**src/core/ast_map.svh**
```systemverilog
// Purpose: constants of the async serial transceiver
// Assumes: 100 MHz sys_clk_in
// Notes:   included by the ast_uart module only
`ifndef AST_MAP_SVH
`define AST_MAP_SVH

`define AST_DATA_W     8
`define AST_FIFO_DEPTH 16
// default 16x tick divider, about 115200 baud at 100 MHz
`define AST_BAUD_DIV   16'h0036
`define AST_PH_LAST    4'hF
`define AST_MID_TICK   4'h7
`define AST_LAST8      3'h7
`define AST_LAST7      3'h6
`define AST_LAST5      3'h4
`define AST_TXE_RST    1'b1
`define AST_TX_END_FLAG_RST   1'b1
`define AST_RXF_RST    1'b0
`define AST_ERR_RST    1'b0
`define AST_LINE_MARK  1'b1
`define AST_RDR_RST    8'h00

`endif

```
**src/core/ast_pkg.sv**
```systemverilog
// Purpose: shared types of the async serial transceiver
// Assumes: nothing
// Notes:   numbers live in ast_map.svh
package ast_pkg;

  typedef enum logic [2:0] {
    TS_IDLE  = 3'b000,
    TS_START = 3'b001,
    TS_DATA  = 3'b010,
    TS_EXTRA = 3'b011,
    TS_STOP  = 3'b100
  } ast_tx_st_t;

  typedef enum logic [2:0] {
    RS_IDLE  = 3'b000,
    RS_START = 3'b001,
    RS_DATA  = 3'b010,
    RS_EXTRA = 3'b011,
    RS_STOP  = 3'b100
  } ast_rx_st_t;

endpackage : ast_pkg

```
**src/core/ast_fifo.sv**
```systemverilog
// Purpose: small synchronous FIFO with valid/ready on both sides
// Assumes: DEPTH is a power of two
// Notes:   read data comes straight from the array
`timescale 1ns/1ps
module ast_fifo #(
  parameter int W     = 8,
  parameter int DEPTH = 16
) (
  input  wire logic         sys_clk_in,
  input  wire logic         nrst_in,
  input  wire logic         in_valid_in,
  input  wire logic [W-1:0] in_data_in,
  output logic              in_ready_out,
  output logic              out_valid_out,
  output logic      [W-1:0] out_data_out,
  input  wire logic         out_ready_in
);
  localparam int AW = $clog2(DEPTH);

  logic [W-1:0] mem_q [DEPTH];
  logic [AW-1:0] wr_q;
  logic [AW-1:0] rd_q;
  logic [AW:0]   cnt_q;
  logic          push;
  logic          pop;

  assign in_ready_out  = (cnt_q != DEPTH[AW:0]);
  assign out_valid_out = (cnt_q != '0);
  assign out_data_out  = mem_q[rd_q];
  assign push          = in_valid_in & in_ready_out;
  assign pop           = out_valid_out & out_ready_in;

  always_ff @(posedge sys_clk_in) begin
    if (push) begin
      mem_q[wr_q] <= in_data_in;
    end
  end

  always_ff @(posedge sys_clk_in) begin
    if (!nrst_in) begin
      wr_q  <= '0;
      rd_q  <= '0;
      cnt_q <= '0;
    end else begin
      if (push) begin
        wr_q <= wr_q + 1'b1;
      end
      if (pop) begin
        rd_q <= rd_q + 1'b1;
      end
      cnt_q <= cnt_q + {{AW{1'b0}}, push} - {{AW{1'b0}}, pop};
    end
  end

endmodule : ast_fifo

```
**src/core/ast_uart.sv**
```systemverilog
// Purpose: full-duplex async serial transceiver, double-buffered both ways
// Assumes: control bits change only while tx_enable_in and rx_enable_in are low
// Notes:   async mode only; a 16-word FIFO feeds the transmit data register
`timescale 1ns/1ps
`include "ast_map.svh"
module ast_uart import ast_pkg::*; #(
  parameter logic [15:0] BAUD_DIV = `AST_BAUD_DIV
) (
  input  wire logic       sys_clk_in,
  input  wire logic       nrst_in,
  input  wire logic       tx_valid_in,
  input  wire logic [7:0] tx_data_in,
  output logic            tx_ready_out,
  input  wire logic       multiproc_bit_in,
  output logic      [7:0] rx_data_out,
  output logic            rx_mpb_out,
  input  wire logic       rx_read_in,
  input  wire logic       err_clear_in,
  input  wire logic       char_length_sel_in,
  input  wire logic       parity_enable_in,
  input  wire logic       multiproc_enable_in,
  input  wire logic       parity_mode_in,
  input  wire logic       stop_length_in,
  input  wire logic       clock_sel_hi_in,
  input  wire logic       clock_sel_lo_in,
  input  wire logic       tx_enable_in,
  input  wire logic       rx_enable_in,
  input  wire logic       rx_irq_enable_in,
  input  wire logic       tx_irq_enable_in,
  input  wire logic       tx_end_irq_enable_in,
  output logic            rx_full_flag_out,
  output logic            tx_empty_flag_out,
  output logic            tx_end_flag_out,
  output logic            parity_error_flag_out,
  output logic            framing_error_flag_out,
  output logic            overrun_error_flag_out,
  output logic            rx_full_request_out,
  output logic            tx_empty_request_out,
  output logic            tx_end_request_out,
  output logic            rx_error_request_out,
  input  wire logic       serial_rx_pin_in,
  output logic            serial_tx_pin_out,
  input  wire logic       serial_clock_pin_in,
  output logic            serial_clock_pin_out,
  output logic            serial_clock_pin_oe_out
);

  ////////////////////////////////////////////////////////////////////////////
  // frame format decode

  logic [2:0] dlast;
  logic       has_extra;
  logic       extra_par;

  always_comb begin
    if (parity_enable_in && multiproc_enable_in) begin
      dlast     = `AST_LAST5;
      has_extra = char_length_sel_in;
      extra_par = 1'b1;
    end else begin
      dlast     = char_length_sel_in ? `AST_LAST7 : `AST_LAST8;
      has_extra = parity_enable_in | multiproc_enable_in;
      extra_par = parity_enable_in;
    end
  end

  ////////////////////////////////////////////////////////////////////////////
  // 16x tick: internal divider or external pin

  logic        k1_q, k2_q, k3_q;
  logic [15:0] baud_q;
  logic        sel_ext;
  logic        tick;

  assign sel_ext = clock_sel_hi_in & ~clock_sel_lo_in;
  // reserved select codes fall back to the internal divider
  assign tick = sel_ext ? (k2_q & ~k3_q) : (baud_q == BAUD_DIV - 16'h0001);

  always_ff @(posedge sys_clk_in) begin
    if (!nrst_in) begin
      k1_q <= 1'b0;
      k2_q <= 1'b0;
      k3_q <= 1'b0;
    end else begin
      k1_q <= serial_clock_pin_in;
      k2_q <= k1_q;
      k3_q <= k2_q;
    end
  end

  always_ff @(posedge sys_clk_in) begin
    if (!nrst_in || tick) begin
      baud_q <= 16'h0000;
    end else begin
      baud_q <= baud_q + 16'h0001;
    end
  end

  ////////////////////////////////////////////////////////////////////////////
  // transmit data register fed by the FIFO

  logic       fifo_valid;
  logic [7:0] fifo_data;
  logic       pop;
  logic       tsr_load;
  logic       txe_q;
  logic       tx_end_flag_q;
  logic [7:0] tdr_q;

  assign pop = fifo_valid & txe_q & tx_enable_in;

  ast_fifo #(
    .W     (`AST_DATA_W),
    .DEPTH (`AST_FIFO_DEPTH)
  ) u_fifo (
    .sys_clk_in    (sys_clk_in),
    .nrst_in       (nrst_in),
    .in_valid_in   (tx_valid_in),
    .in_data_in    (tx_data_in),
    .in_ready_out  (tx_ready_out),
    .out_valid_out (fifo_valid),
    .out_data_out  (fifo_data),
    .out_ready_in  (txe_q & tx_enable_in)
  );

  always_ff @(posedge sys_clk_in) begin
    if (!nrst_in) begin
      tdr_q <= `AST_RDR_RST;
    end else if (pop) begin
      tdr_q <= fifo_data;
    end
  end

  always_ff @(posedge sys_clk_in) begin
    if (!nrst_in) begin
      txe_q <= `AST_TXE_RST;
    end else if (!tx_enable_in) begin
      txe_q <= 1'b1;
    end else if (tsr_load) begin
      txe_q <= 1'b1;
    end else if (pop) begin
      txe_q <= 1'b0;
    end
  end

  ////////////////////////////////////////////////////////////////////////////
  // transmitter

  ast_tx_st_t tx_st_q;
  logic [3:0] tph_q;
  logic [2:0] tcnt_q;
  logic       tstop_q;
  logic [7:0] tsr_q;
  logic       tpar_q;
  logic       txd_q;
  logic       sck_q;
  logic       bnd;
  logic       last_stop;
  logic       tx_end_flag_set;

  assign bnd       = tick & (tph_q == `AST_PH_LAST);
  assign last_stop = (tx_st_q == TS_STOP) & (tstop_q | ~stop_length_in);
  assign tsr_load  = bnd & tx_enable_in & ~txe_q & ((tx_st_q == TS_IDLE) | last_stop);
  assign tx_end_flag_set  = bnd & tx_enable_in & last_stop & txe_q;

  always_ff @(posedge sys_clk_in) begin
    if (!nrst_in) begin
      tph_q <= 4'h0;
    end else if (tick) begin
      tph_q <= tph_q + 4'h1;
    end
  end

  always_ff @(posedge sys_clk_in) begin
    if (!nrst_in || !tx_enable_in) begin
      tx_st_q <= TS_IDLE;
      tcnt_q  <= 3'h0;
      tstop_q <= 1'b0;
      tsr_q   <= 8'h00;
      tpar_q  <= 1'b0;
    end else if (tsr_load) begin
      tx_st_q <= TS_START;
      tsr_q   <= tdr_q;
      // mask unused upper bits out of the parity
      // shift amount needs four bits, or the 8-bit mask wraps to zero
      tpar_q  <= ^(tdr_q & ~(8'hFF << ({1'b0, dlast} + 4'h1)));
    end else if (bnd) begin
      case (tx_st_q)
        TS_START: begin
          tx_st_q <= TS_DATA;
          tcnt_q  <= 3'h0;
        end
        TS_DATA: begin
          tsr_q <= {1'b0, tsr_q[7:1]};
          if (tcnt_q == dlast) begin
            tx_st_q <= has_extra ? TS_EXTRA : TS_STOP;
            tstop_q <= 1'b0;
          end else begin
            tcnt_q <= tcnt_q + 3'h1;
          end
        end
        TS_EXTRA: begin
          tx_st_q <= TS_STOP;
          tstop_q <= 1'b0;
        end
        TS_STOP: begin
          if (last_stop) begin
            tx_st_q <= TS_IDLE;
          end else begin
            tstop_q <= 1'b1;
          end
        end
        default: tx_st_q <= TS_IDLE;
      endcase
    end
  end

  always_ff @(posedge sys_clk_in) begin
    if (!nrst_in) begin
      txd_q <= `AST_LINE_MARK;
    end else begin
      case (tx_st_q)
        TS_START: txd_q <= 1'b0;
        TS_DATA:  txd_q <= tsr_q[0];
        TS_EXTRA: txd_q <= extra_par ? (tpar_q ^ parity_mode_in) : multiproc_bit_in;
        default:  txd_q <= `AST_LINE_MARK;
      endcase
    end
  end

  // bit clock rises as the tx bit phase passes its middle
  always_ff @(posedge sys_clk_in) begin
    if (!nrst_in) begin
      sck_q <= 1'b0;
    end else begin
      sck_q <= tph_q[3];
    end
  end

  always_ff @(posedge sys_clk_in) begin
    if (!nrst_in) begin
      tx_end_flag_q <= `AST_TX_END_FLAG_RST;
    end else if (tx_end_flag_set) begin
      tx_end_flag_q <= 1'b1;
    end else if (pop) begin
      tx_end_flag_q <= 1'b0;
    end
  end

  ////////////////////////////////////////////////////////////////////////////
  // receiver

  ast_rx_st_t rx_st_q;
  logic       r1_q, r2_q, r3_q;
  logic [3:0] rcnt_q;
  logic [2:0] rbit_q;
  logic [7:0] rsr_q;
  logic       rpar_q;
  logic       rext_q;
  logic       strobe;
  logic       rx_done;
  logic       any_err;
  logic       par_bad;
  logic [7:0] rdata;
  logic       rxf_q, per_q, fer_q, oer_q, rmpb_q;
  logic [7:0] rdr_q;

  assign strobe  = tick & (rcnt_q == `AST_MID_TICK);
  assign rx_done = strobe & (rx_st_q == RS_STOP) & rx_enable_in;
  assign any_err = per_q | fer_q | oer_q;
  assign par_bad = has_extra & extra_par & ((rpar_q ^ rext_q) != parity_mode_in);

  always_comb begin
    case (dlast)
      `AST_LAST7: rdata = {1'b0, rsr_q[7:1]};
      `AST_LAST5: rdata = {3'b000, rsr_q[7:3]};
      default:    rdata = rsr_q;
    endcase
  end

  always_ff @(posedge sys_clk_in) begin
    if (!nrst_in) begin
      r1_q <= `AST_LINE_MARK;
      r2_q <= `AST_LINE_MARK;
      r3_q <= `AST_LINE_MARK;
    end else begin
      r1_q <= serial_rx_pin_in;
      r2_q <= r1_q;
      r3_q <= r2_q;
    end
  end

  // a set error flag blocks new frames until cleared
  always_ff @(posedge sys_clk_in) begin
    if (!nrst_in || !rx_enable_in) begin
      rx_st_q <= RS_IDLE;
      rcnt_q  <= 4'h0;
      rbit_q  <= 3'h0;
      rsr_q   <= 8'h00;
      rpar_q  <= 1'b0;
      rext_q  <= 1'b0;
    end else if (rx_st_q == RS_IDLE) begin
      if (r3_q && !r2_q && !any_err) begin
        rx_st_q <= RS_START;
        rcnt_q  <= 4'h0;
      end
    end else begin
      if (tick) begin
        rcnt_q <= rcnt_q + 4'h1;
      end
      if (strobe) begin
        case (rx_st_q)
          RS_START: begin
            rx_st_q <= r2_q ? RS_IDLE : RS_DATA;
            rbit_q  <= 3'h0;
            rpar_q  <= 1'b0;
          end
          RS_DATA: begin
            rsr_q  <= {r2_q, rsr_q[7:1]};
            rpar_q <= rpar_q ^ r2_q;
            if (rbit_q == dlast) begin
              rx_st_q <= has_extra ? RS_EXTRA : RS_STOP;
            end else begin
              rbit_q <= rbit_q + 3'h1;
            end
          end
          RS_EXTRA: begin
            rext_q  <= r2_q;
            rx_st_q <= RS_STOP;
          end
          // second stop bit is not checked; idle hunts the next edge
          RS_STOP: rx_st_q <= RS_IDLE;
          default: rx_st_q <= RS_IDLE;
        endcase
      end
    end
  end

  always_ff @(posedge sys_clk_in) begin
    if (!nrst_in) begin
      rdr_q  <= `AST_RDR_RST;
      rmpb_q <= 1'b0;
    end else if (rx_done && !rxf_q) begin
      rdr_q  <= rdata;
      rmpb_q <= rext_q & has_extra & ~extra_par;
    end
  end

  // set wins over the host clear in every flag
  always_ff @(posedge sys_clk_in) begin
    if (!nrst_in) begin
      rxf_q <= `AST_RXF_RST;
    end else if (rx_done && !rxf_q && r2_q && !par_bad) begin
      rxf_q <= 1'b1;
    end else if (rx_read_in) begin
      rxf_q <= 1'b0;
    end
  end

  always_ff @(posedge sys_clk_in) begin
    if (!nrst_in) begin
      per_q <= `AST_ERR_RST;
      fer_q <= `AST_ERR_RST;
      oer_q <= `AST_ERR_RST;
    end else begin
      per_q <= (rx_done & ~rxf_q & par_bad) | (per_q & ~err_clear_in);
      fer_q <= (rx_done & ~rxf_q & ~r2_q) | (fer_q & ~err_clear_in);
      oer_q <= (rx_done & rxf_q) | (oer_q & ~err_clear_in);
    end
  end

  ////////////////////////////////////////////////////////////////////////////
  // outputs

  assign serial_tx_pin_out       = txd_q;
  assign serial_clock_pin_out    = sck_q;
  assign serial_clock_pin_oe_out = ~clock_sel_hi_in & clock_sel_lo_in;
  assign rx_data_out             = rdr_q;
  assign rx_mpb_out              = rmpb_q;
  assign rx_full_flag_out        = rxf_q;
  assign tx_empty_flag_out       = txe_q;
  assign tx_end_flag_out         = tx_end_flag_q;
  assign parity_error_flag_out   = per_q;
  assign framing_error_flag_out  = fer_q;
  assign overrun_error_flag_out  = oer_q;
  assign rx_full_request_out     = rxf_q & rx_irq_enable_in;
  assign tx_empty_request_out    = txe_q & tx_irq_enable_in;
  assign tx_end_request_out      = tx_end_flag_q & tx_end_irq_enable_in;
  assign rx_error_request_out    = any_err & rx_irq_enable_in;
endmodule : ast_uart

```
**config.mk**
```make
export PLATFORM = sky130hd
export DESIGN_NAME = ast_uart
export DESIGN_NICKNAME = d
export VERILOG_FILES = /design/src/core/ast_pkg.sv /design/src/core/ast_fifo.sv /design/src/core/ast_uart.sv
export VERILOG_INCLUDE_DIRS = /design/src /design/src/core
export SDC_FILE = /design/constraint.sdc
export NUM_CORES = 1
export LEC_CHECK = 0
export BUFFER_PORTS_ARGS = -buffer_cell sky130_fd_sc_hd__buf_2
export CORE_MARGIN = 2
export CORE_UTILIZATION = 45
export DETAILED_ROUTE_END_ITERATION = 8
export GPL_TIMING_DRIVEN = 0
export MAX_ROUTING_LAYER = met4
export PLACE_DENSITY = 0.72
export SKIP_CTS_REPAIR_TIMING = 1
export SLEW_MARGIN = 10
export SYNTH_ARGS = -nofsm -noshare
export SYNTH_HDL_FRONTEND = slang
export SYNTH_SLANG_ARGS = --single-unit
```
**constraint.sdc**
```tcl
create_clock -name sys_clk_in -period 3.35 [get_ports sys_clk_in]
set_input_delay 0.67 -clock sys_clk_in [delete_from_list [all_inputs] [get_ports sys_clk_in]]
set_output_delay 0.67 -clock sys_clk_in [all_outputs]
set_load 0.01 [all_outputs]
```
==> results.py, run 1 <==
metrics = {
    "outcome": {
        "outcome": "finished, final reports clean",
    },
    "placement": {
        "io_buffers": 48,
        "gp_congestion": 0.808,
        "dp_hpwl_mm": 13.9,
    },
    "yosys": {
        "synth_edf_count": 128,
        "syn_area_mm2": 0.00991,
        "synthArstFlopShare": 0,
        "synth.area.top_cells": "edfxtp_1 39%, dfxtp_1 20%, mux4_2 9.1%",
        "synth-main-ff-cell": "edfxtp_1",
        "synth_largest_area_cell": "edfxtp_1",
        "synthTopCellsByCount": "128 x edfxtp_1, 100 x dfxtp_1, 70 x nand2_1",
        "ys_seq_area_frac": 0.590,
        "ys_seq_elements": 228,
        "synth.top_cell.area_share": 0.388,
        "synth_nets": 823,
        "ys_types": 71,
        "ys_warn_count": 0,
        "avgSynthCellArea_um2": 12.8,
        "synth_most_common_cell": "edfxtp_1",
        "syn_inst": 777,
    },
    "critical_path": {
        "reg2reg_slack_ps": 350,
        "cp-endpoint": "u_fifo.cnt_q[4]$_SDFF_PN0_",
        "crit_path_max_fanout": 10,
        "startpoint_type": "register",
        "path_class": "reg -> reg",
        "r2r_end": "u_fifo.cnt_q[4]$_SDFF_PN0_",
        "arrival_ps": 3420,
        "crit_start": "u_fifo.cnt_q[2]$_SDFF_PN0_",
        "rr_startpoint": "u_fifo.cnt_q[2]$_SDFF_PN0_",
        "worst-r2r-cell-count": 15,
        "crit_required_ps": 3770,
        "crit_path_end_kind": "register",
    },
    "timing": {
        "worst_clock_skew_ps": 13.7,
        "slew_violations": 0,
        "tightest_slew_ps": 1240,
        "tns_ps": 0,
        "relSlewSlack": 0.164,
        "setup_viol": 0,
        "clock.fmax_ghz": 0.333,
        "rsz0062_at_grt": "false",
        "fin_crit_sh": 0.896,
        "hold_viol": 0,
        "fin_crit_ps": 3000,
    },
    "global_route": {
        "grt_pass1_wl_mm": 32.4,
        "gr-total-overflow": 0,
        "antenna_found_initial": 0,
        "grt_max_degree": 17,
        "grt_pass1_vias": 6082,
        "grt_use_total": 0.179,
    },
    "floorplan": {
        "die-area_mm2": 0.0232,
        "coreArea_mm2": 0.0217,
        "initial_core_util": 0.457,
        "die_y_um": 152,
        "fp-row-count": 54,
        "ios": 51,
        "die_x_um": 152,
    },
    "clock_network": {
        "cts_buffers": 23,
        "root_buffer": "clkbuf_16",
        "cts.htree.levels": 1,
        "clock_latency_ps": 530,
        "clock_path_buffers": 3,
        "cts_tree": "done",
        "clkTransAtPathRegs_ps": 60,
        "cts_sinks": 228,
    },
    "drt": {
        "routed-wl-met3_um": 963,
        "vias_per_cell": 5.39,
        "drtIter0Drc": 433,
        "routedWlPerCell_um": 17.5,
        "ant_nets": 0,
        "route.met2.wl_mm": 9.86,
        "via_count": 6180,
        "drc_errors": 0,
        "wl_met1_mm": 8.82,
        "first_pass_iters": 5,
        "top_layer": "met4",
        "wl_mm": 20.1,
    },
    "pwr": {
        "power_density_mw_per_mm2": 610,
        "ir_drop_mv": 0.463,
        "total_power_mw": 6.85,
        "p_leak_nw": 3.95,
    },
    "hold_path": {
        "hp-class": "in -> reg",
    },
    "final_layout": {
        "nets": 896,
        "num_antenna_cells": 0,
        "area_delta_synth_final_pct": 13.4,
        "drive_gt1_frac": 0.179,
    },
    "run": {
        "drv_cap": 0,
    },
}
-- cell families after synthesis --
| group | count (synthesis) | share of synthesized area |
|---|---|---|
| AOI/OAI and AO/OA | 97 | 0.0652 |
| xor gates and xnor gates | 37 | 0.0327 |
| adders and majority gates | 18 | 0.0235 |
| buffers and inverters | 61 | 0.0264 |
| DFF | 228 | 0.590 |
| muxes | 67 | 0.119 |
| and+or+nand+nor | 269 | 0.144 |
-- per-stage QoR --
| step | hold slack [ps] | worst slack, ps | instances | utilization | instance area [µm²] |
|---|---|---|---|---|---|
| 2_1_floorplan | 386 | 535 | 777 | - | 9910 |
| 3_3_place_gp | 392 | 18.1 | 1105 | 0.484 | 10500 |
| 3_5_place_dp | 399 | 32.0 | 1105 | 0.484 | 10500 |
| 4_1_cts | 345 | 173 | 1147 | 0.518 | 11200 |
| 5_1_grt | 374 | 71.5 | 1147 | 0.518 | 11200 |
| 6_report | 356 | 348 | 1147 | 0.518 | 11200 |
-- sequential cells by signal, summed over array words and instances (netlist names), 3 cells and up --
register      cells
baud_q           16
rbit_q            3
rcnt_q            4
rsr_q             8
rx_data_out       8
rx_st_q           3
tcnt_q            3
tdr_q             8
tph_q             4
tsr_q             8
tx_st_q           3
u_fifo.cnt_q      5
u_fifo.mem_q    128
u_fifo.rd_q       4
u_fifo.wr_q       4
-- placed cells by master, fill, tap and decap left out, drive strengths merged, types with 5 or more instances in the layout --
cell      n
a21oi    21
mux4     40
buf      65
nand3    25
clkinv    6
ha       17
and3      9
clkbuf   59
edfxtp  128
nor2     60
o211ai    6
nand4    11
nor2b    12
a31oi     6
nor3     13
dfxtp   100
nand2    71
a21boi   13
xor2     15
xnor2    22
mux2i    23
nand2b   14
o21ai    20
or3       5
a211oi    6
and2     24
inv      20
-- report_power, final --
part / internal (mW) / switching, mW / total [mW]
registers: 3.09 / 0.0816 / 3.17
logic: 0.597 / 0.616 / 1.21
clock network: 1.42 / 1.05 / 2.47
-- final cells by class --
class / instances / area, µm²
sequential: 228 / 5850
inverter: 19 / 71.3
tap: 280 / 350
clock buffer: 34 / 647
buffer: 42 / 190
fill: 1856 / 10400
multi-input combinational: 488 / 3810
clock inverter: 8 / 80.1
timing repair buffer: 48 / 240
-- per-layer routing --
layer / global-route usage / up-vias
met3: 0.0276 / 34
li1: - / 3006
met2: 0.301 / 125
met1: 0.231 / 3015
met5: - / -
met4: 0.0392 / 0
-- worst max-delay path: stages (launching register included) --
cell and delay [ps]:
dfxtp_1 340, inv_1 60, ha_1 190, nor3b_1 160, a21oi_2 310, clkbuf_1 400, ha_1 300, inv_1 50
ha_1 150, inv_1 50, fa_1 390, inv_1 70, a21oi_1 50, nor2_1 110, o21ai_0 80, and3_1 170
-- worst min path at each step --
stage / from / depth (start not counted) / end / slack, ps
after floorplan: r1_q$_SDFF_PN1_ / 1 / r2_q$_SDFF_PN1_ / 390
after global placement: r1_q$_SDFF_PN1_ / 1 / r2_q$_SDFF_PN1_ / 390
after detailed placement: r1_q$_SDFF_PN1_ / 1 / r2_q$_SDFF_PN1_ / 400
after CTS: serial_clock_pin_in / 2 / k1_q$_SDFF_PN0_ / 350
after global routing: serial_clock_pin_in / 2 / k1_q$_SDFF_PN0_ / 370
final: serial_clock_pin_in / 2 / k1_q$_SDFF_PN0_ / 360
No activity file was read; power rests on OpenSTA's default activity.
==> inputs of run 2 (changes only) <==
--- a/config.mk
+++ b/config.mk
@@ -8,11 +8,11 @@
 export LEC_CHECK = 0
 export BUFFER_PORTS_ARGS = -buffer_cell sky130_fd_sc_hd__buf_2
 export CORE_MARGIN = 2
-export CORE_UTILIZATION = 45
+export CORE_UTILIZATION = 61
 export DETAILED_ROUTE_END_ITERATION = 8
 export GPL_TIMING_DRIVEN = 0
 export MAX_ROUTING_LAYER = met4
-export PLACE_DENSITY = 0.72
+export PLACE_DENSITY = 0.89
 export SKIP_CTS_REPAIR_TIMING = 1
 export SLEW_MARGIN = 10
 export SYNTH_ARGS = -nofsm -noshare
==> run 2 against run 1 <==
  * Largest cell class unchanged
  * Sequential cell count stayed put
  * Via count grew 5.0%
  * Largest power group unchanged
  * Register-to-register slack got worse by 70 ps
  * First-iteration DRC count rose by 27%
==> results.py, run 2 (synthesis results as in run 1) <==
metrics = {
    "outcome": {
        "outcome": "finished, final reports clean",
    },
    "global_route": {
        "grt_use_total": 0.258,
        "grt_pass1_wl_mm": 33.9,
        "gr-total-overflow": 0,
        "antenna_found_initial": 0,
        "grt_pass1_vias": 6436,
        "grt_max_degree": 17,
    },
    "timing": {
        "relSlewSlack": 0.152,
        "rsz0062_at_grt": "false",
        "fin_crit_sh": 0.918,
        "hold_viol": 0,
        "fin_crit_ps": 3070,
        "tightest_slew_ps": 1260,
        "worst_clock_skew_ps": 9.46,
        "clock.fmax_ghz": 0.325,
        "tns_ps": 0,
        "setup_viol": 0,
        "slew_violations": 0,
    },
    "pwr": {
        "sw_frac_of_total": 0.255,
        "p_leak_nw": 3.94,
        "power_density_mw_per_mm2": 615,
        "seq_power_share": 0.463,
        "p_switching_mw": 1.75,
        "p_comb_frac": 0.183,
        "p_clk_frac": 0.354,
        "total_power_mw": 6.85,
        "ir_drop_mv": 0.491,
        "p_int_mw": 5.10,
    },
    "final_layout": {
        "area_delta_synth_final_pct": 12.5,
        "largest_register_ffs": 128,
        "regMostFlops": "u_fifo.mem_q",
        "final_cell_mix": "128 x edfxtp_1, 100 x dfxtp_1, 70 x nand2_1, 60 x nor2_1, 56 x buf_2",
        "num_antenna_cells": 0,
        "nets": 896,
        "nFillCells": 1050,
        "drive_gt1_frac": 0.176,
        "final_common_cell": "edfxtp_1",
        "reg_top3": "u_fifo.mem_q x128, baud_q x16",
    },
    "placement": {
        "gp_congestion": 0.869,
        "io_buffers": 48,
        "dp_hpwl_mm": 14.2,
    },
    "drt": {
        "wl_mm": 21.6,
        "routed-wl-met3_mm": 1.26,
        "first_pass_iters": 5,
        "wl_met1_mm": 8.68,
        "via_count": 6492,
        "route.met2.wl_mm": 11.0,
        "drtIter0Drc": 548,
        "routedWlPerCell_um": 20.0,
        "ant_nets": 0,
        "drc_errors": 0,
        "vias_per_cell": 5.99,
        "top_layer": "met4",
    },
    "clock_network": {
        "clock_latency_ps": 510,
        "cts_tree": "done",
        "clkTransAtPathRegs_ps": 60,
        "clock_path_buffers": 3,
        "cts_sinks": 228,
        "cts_buffers": 23,
        "cts.htree.levels": 1,
        "root_buffer": "clkbuf_16",
    },
    "critical_path": {
        "startpoint_type": "register",
        "arrival_ps": 3190,
        "crit_required_ps": 3470,
        "reg2reg_slack_ps": 280,
        "path_class": "reg -> reg",
        "crit_path_max_fanout": 8,
        "crit_path_end_kind": "register",
    },
    "hold_path": {
        "hp-class": "in -> reg",
    },
    "floorplan": {
        "ios": 51,
        "die_x_um": 131,
        "fp-row-count": 46,
        "initial_core_util": 0.624,
        "die-area_mm2": 0.0173,
        "coreArea_mm2": 0.0159,
        "die_y_um": 131,
    },
    "run": {
        "drv_cap": 0,
    },
}
-- run 2: final cells by class --
| type | instances | area, µm² | area share |
|---|---|---|---|
| plain buffers | 42 | 191 | 0.0172 |
| well taps | 216 | 270 | 0.0243 |
| repair buffers | 48 | 240 | 0.0216 |
| inverters | 19 | 71.3 | 0.00640 |
| clock buffers | 34 | 647 | 0.0581 |
| multi-input cells | 488 | 3810 | 0.342 |
| flip-flops and latches | 228 | 5850 | 0.525 |
| clock inverters | 8 | 66.3 | 0.00595 |
-- run 2: through the flow --
step / util / setup slack, ps / area, µm² / std cells / hold WS [ps]
3_5_place_dp: 0.656 / -135 / 10400 / 1041 / 416
5_1_grt: 0.701 / 102 / 11100 / 1083 / 365
6_report: 0.701 / 275 / 11100 / 1083 / 357
4_1_cts: 0.701 / 72.3 / 11100 / 1083 / 346
3_3_place_gp: 0.656 / -27.7 / 10400 / 1041 / 415
2_1_floorplan: - / 535 / 9910 / 777 / 386
-- run 2: path summary, 6_finish.rpt --
path / start / to / depth (start not counted)
worst max register to register: u_fifo.cnt_q[2]$_SDFF_PN0_ / u_fifo.mem_q[3][7]$_DFFE_PP_ / 8
worst min-delay path: serial_rx_pin_in / r1_q$_SDFF_PN1_ / 2
worst min register to register: r1_q$_SDFF_PN1_ / r2_q$_SDFF_PN1_ / 1
worst max-delay path: u_fifo.cnt_q[2]$_SDFF_PN0_ / u_fifo.mem_q[3][7]$_DFFE_PP_ / 8
-- run 2: layer usage --
layer,vias up,track usage
li1,3017,-
met1,3183,0.317
met2,246,0.435
met3,46,0.0444
met4,0,0.0882
met5,-,-
-- run 2: power by group through the flow --
stage               Combinational (mW)  Clock (mW)  Sequential, mW
finish                            1.26        2.42            3.17
global route                      1.36        2.56            3.18
CTS                               1.25        2.46            3.17
detailed placement                1.23           0            3.23
global placement                  1.18           0            3.22
floorplan                        0.920           0            3.20
-- run 2: critical path, cell delays in order, from the launching register on --
cell and delay (ps):
dfxtp_1 340, inv_1 60, ha_1 200, nor3b_1 160, nand2_1 130, and2_1 140, clkbuf_1 380, nand2_1 310
nor3_1 970
==> inputs of run 3 (changes only) <==
--- a/config.mk
+++ b/config.mk
@@ -10,7 +10,7 @@
 export CORE_MARGIN = 2
 export CORE_UTILIZATION = 61
 export DETAILED_ROUTE_END_ITERATION = 8
-export GPL_TIMING_DRIVEN = 0
+export GPL_TIMING_DRIVEN = 1
 export MAX_ROUTING_LAYER = met4
 export PLACE_DENSITY = 0.89
 export SKIP_CTS_REPAIR_TIMING = 1
==> run 3 against run 2 <==
  * Count of clock-buffer cells in the layout grew 3
  * Sequential power grew 1%
  * Maximum frequency grew 17%
  * Clock skew grew 3.3 ps
  * Worst setup slack gained 450 ps
  * Critical path depth grew 6
  * Non-clock buffer count shrank 30
  * Die area is the same
  * Register-to-register slack gained 450 ps
  * Combinational power shrank 6%
  * Critical path type unchanged
  * Highest routed layer unchanged
==> results.py, run 3 (synthesis results as in run 1) <==
metrics = {
    "placement": {
        "io_buffers": 50,
        "gp_congestion": 0.841,
        "dp_hpwl_mm": 13.1,
    },
    "critical_path": {
        "crit_start": "u_fifo.cnt_q[3]$_SDFF_PN0_",
        "crit_required_ps": 3770,
        "arrival_ps": 3040,
        "crit_path_max_fanout": 2,
        "path_class": "reg -> reg",
        "rr_startpoint": "u_fifo.cnt_q[3]$_SDFF_PN0_",
        "worst-r2r-cell-count": 14,
        "crit_path_end_kind": "register",
        "startpoint_type": "register",
    },
    "final_layout": {
        "drive_gt1_frac": 0.182,
        "reg_top3": "u_fifo.mem_q x128, baud_q x16",
        "nets": 866,
        "final_cell_mix": "128 x edfxtp_1, 99 x dfxtp_1, 70 x nand2_1, 60 x nor2_1, 50 x buf_2",
        "regMostFlops": "u_fifo.mem_q",
        "regArea_mm2": 0.00585,
        "multi_input_area_mm2": 0.00380,
        "nFillCells": 1071,
        "num_antenna_cells": 0,
        "final_common_cell": "edfxtp_1",
        "area_delta_synth_final_pct": 11.6,
        "final_util": 0.696,
        "largest_register_ffs": 128,
    },
    "global_route": {
        "grt_use_total": 0.251,
        "grt_pass1_wl_mm": 33.8,
        "grt_max_degree": 36,
        "antenna_found_initial": 0,
        "gr-total-overflow": 0,
        "grt_pass1_vias": 6333,
    },
    "outcome": {
        "outcome": "finished, final reports clean",
    },
    "hold_path": {
        "hp-class": "in -> reg",
        "whs_path_depth": 2,
        "hold_start": "serial_rx_pin_in",
    },
    "pwr": {
        "p_leak_nw": 3.91,
        "ir_drop_mv": 0.575,
        "power_density_mw_per_mm2": 622,
    },
    "clock_network": {
        "clock_path_buffers": 3,
        "cts.htree.levels": 1,
        "cts_sinks": 228,
        "root_buffer": "clkbuf_16",
        "cts_tree": "done",
        "clock_latency_ps": 520,
        "clkTransAtPathRegs_ps": 60,
        "cts_buffers": 23,
    },
    "timing": {
        "fin_crit_sh": 0.783,
        "hold_viol": 0,
        "tns_ps": 0,
        "setup_viol": 0,
        "clock.fmax_ghz": 0.381,
        "slew_violations": 0,
        "tightest_slew_ps": 898,
        "worst_clock_skew_ps": 12.8,
        "fin_crit_ps": 2620,
        "rsz0062_at_grt": "false",
        "relSlewSlack": 0.399,
    },
    "floorplan": {
        "initial_core_util": 0.624,
        "fp-row-count": 46,
        "die_x_um": 131,
        "die-area_mm2": 0.0173,
        "die_y_um": 131,
        "coreArea_mm2": 0.0159,
        "ios": 51,
    },
    "drt": {
        "via_count": 6389,
        "first_pass_iters": 4,
        "routedWlPerCell_um": 19.9,
        "ant_nets": 0,
        "wl_mm": 20.9,
        "drc_errors": 0,
        "vias_per_cell": 6.07,
        "drtIter0Drc": 578,
    },
    "run": {
        "drv_cap": 0,
    },
}
[run 3: cell types whose count changed in the layout (fill, tap and decap cells not counted), moves of 2 or more]
cell | previous run | this run
clkbuf_1 | 32 | 8
buf_2 | 56 | 50
clkbuf_8 | 3 | 6
buf_1 | 4 | 0
clkinv_1 | 2 | 0
buf_4 | 4 | 9
[run 3: worst paths after layout]
check | endpoint | slack, ps
worst max register to register | u_fifo.cnt_q[4]$_SDFF_PN0_ | 730
worst min register to register | r2_q$_SDFF_PN1_ | 420
worst max-delay path | u_fifo.cnt_q[4]$_SDFF_PN0_ | 730
worst min-delay path | r1_q$_SDFF_PN1_ | 340
[run 3: final cells by class]
class / count / share of cell area
tap: 216 / 0.0244
timing repair buffer: 60 / 0.0305
sequential: 228 / 0.529
clock inverter: 5 / 0.00396
inverter: 19 / 0.00645
multi-input combinational: 488 / 0.344
clock buffer: 37 / 0.0622
[run 3: worst max-delay path, cell delays in order, from the launching register on]
cell and delay [ps]:
dfxtp_1 320, inv_1 80, ha_1 140, nor3b_1 270, a21oi_1 150, ha_1 290
inv_1 40, ha_1 200, inv_1 70, fa_1 210, inv_1 50, a21oi_1 110
nor2_1 60, or3_1 340, and3_1 180
[run 3: power by group]
group	leakage (nW)	total (mW)	switching, mW	internal (mW)
sequential	1.97	3.21	0.126	3.09
combinational	1.58	1.19	0.588	0.606
clock	0.362	2.47	1.05	1.42
total	3.91	6.88	1.77	5.11
[run 3: metal layers]
metal	track usage	vias up	wire, µm
met3	0.0367	63	1110
met1	0.309	3127	8470
met4	0.0815	0	652
met2	0.433	251	10700
met5	-	-	0
li1	-	2948	-
[run 3: stage by stage]
step	power [mW]	hold WS (ps)	setup slack (ps)	instances	area, µm²
after global routing	7.14	334	528	1053	11100
final	6.88	340	728	1053	11100
after detailed placement	4.43	411	718	1011	10300
after global placement	4.38	415	784	1011	10300
after CTS	6.92	332	741	1053	11100
after floorplan	4.12	386	535	777	9910
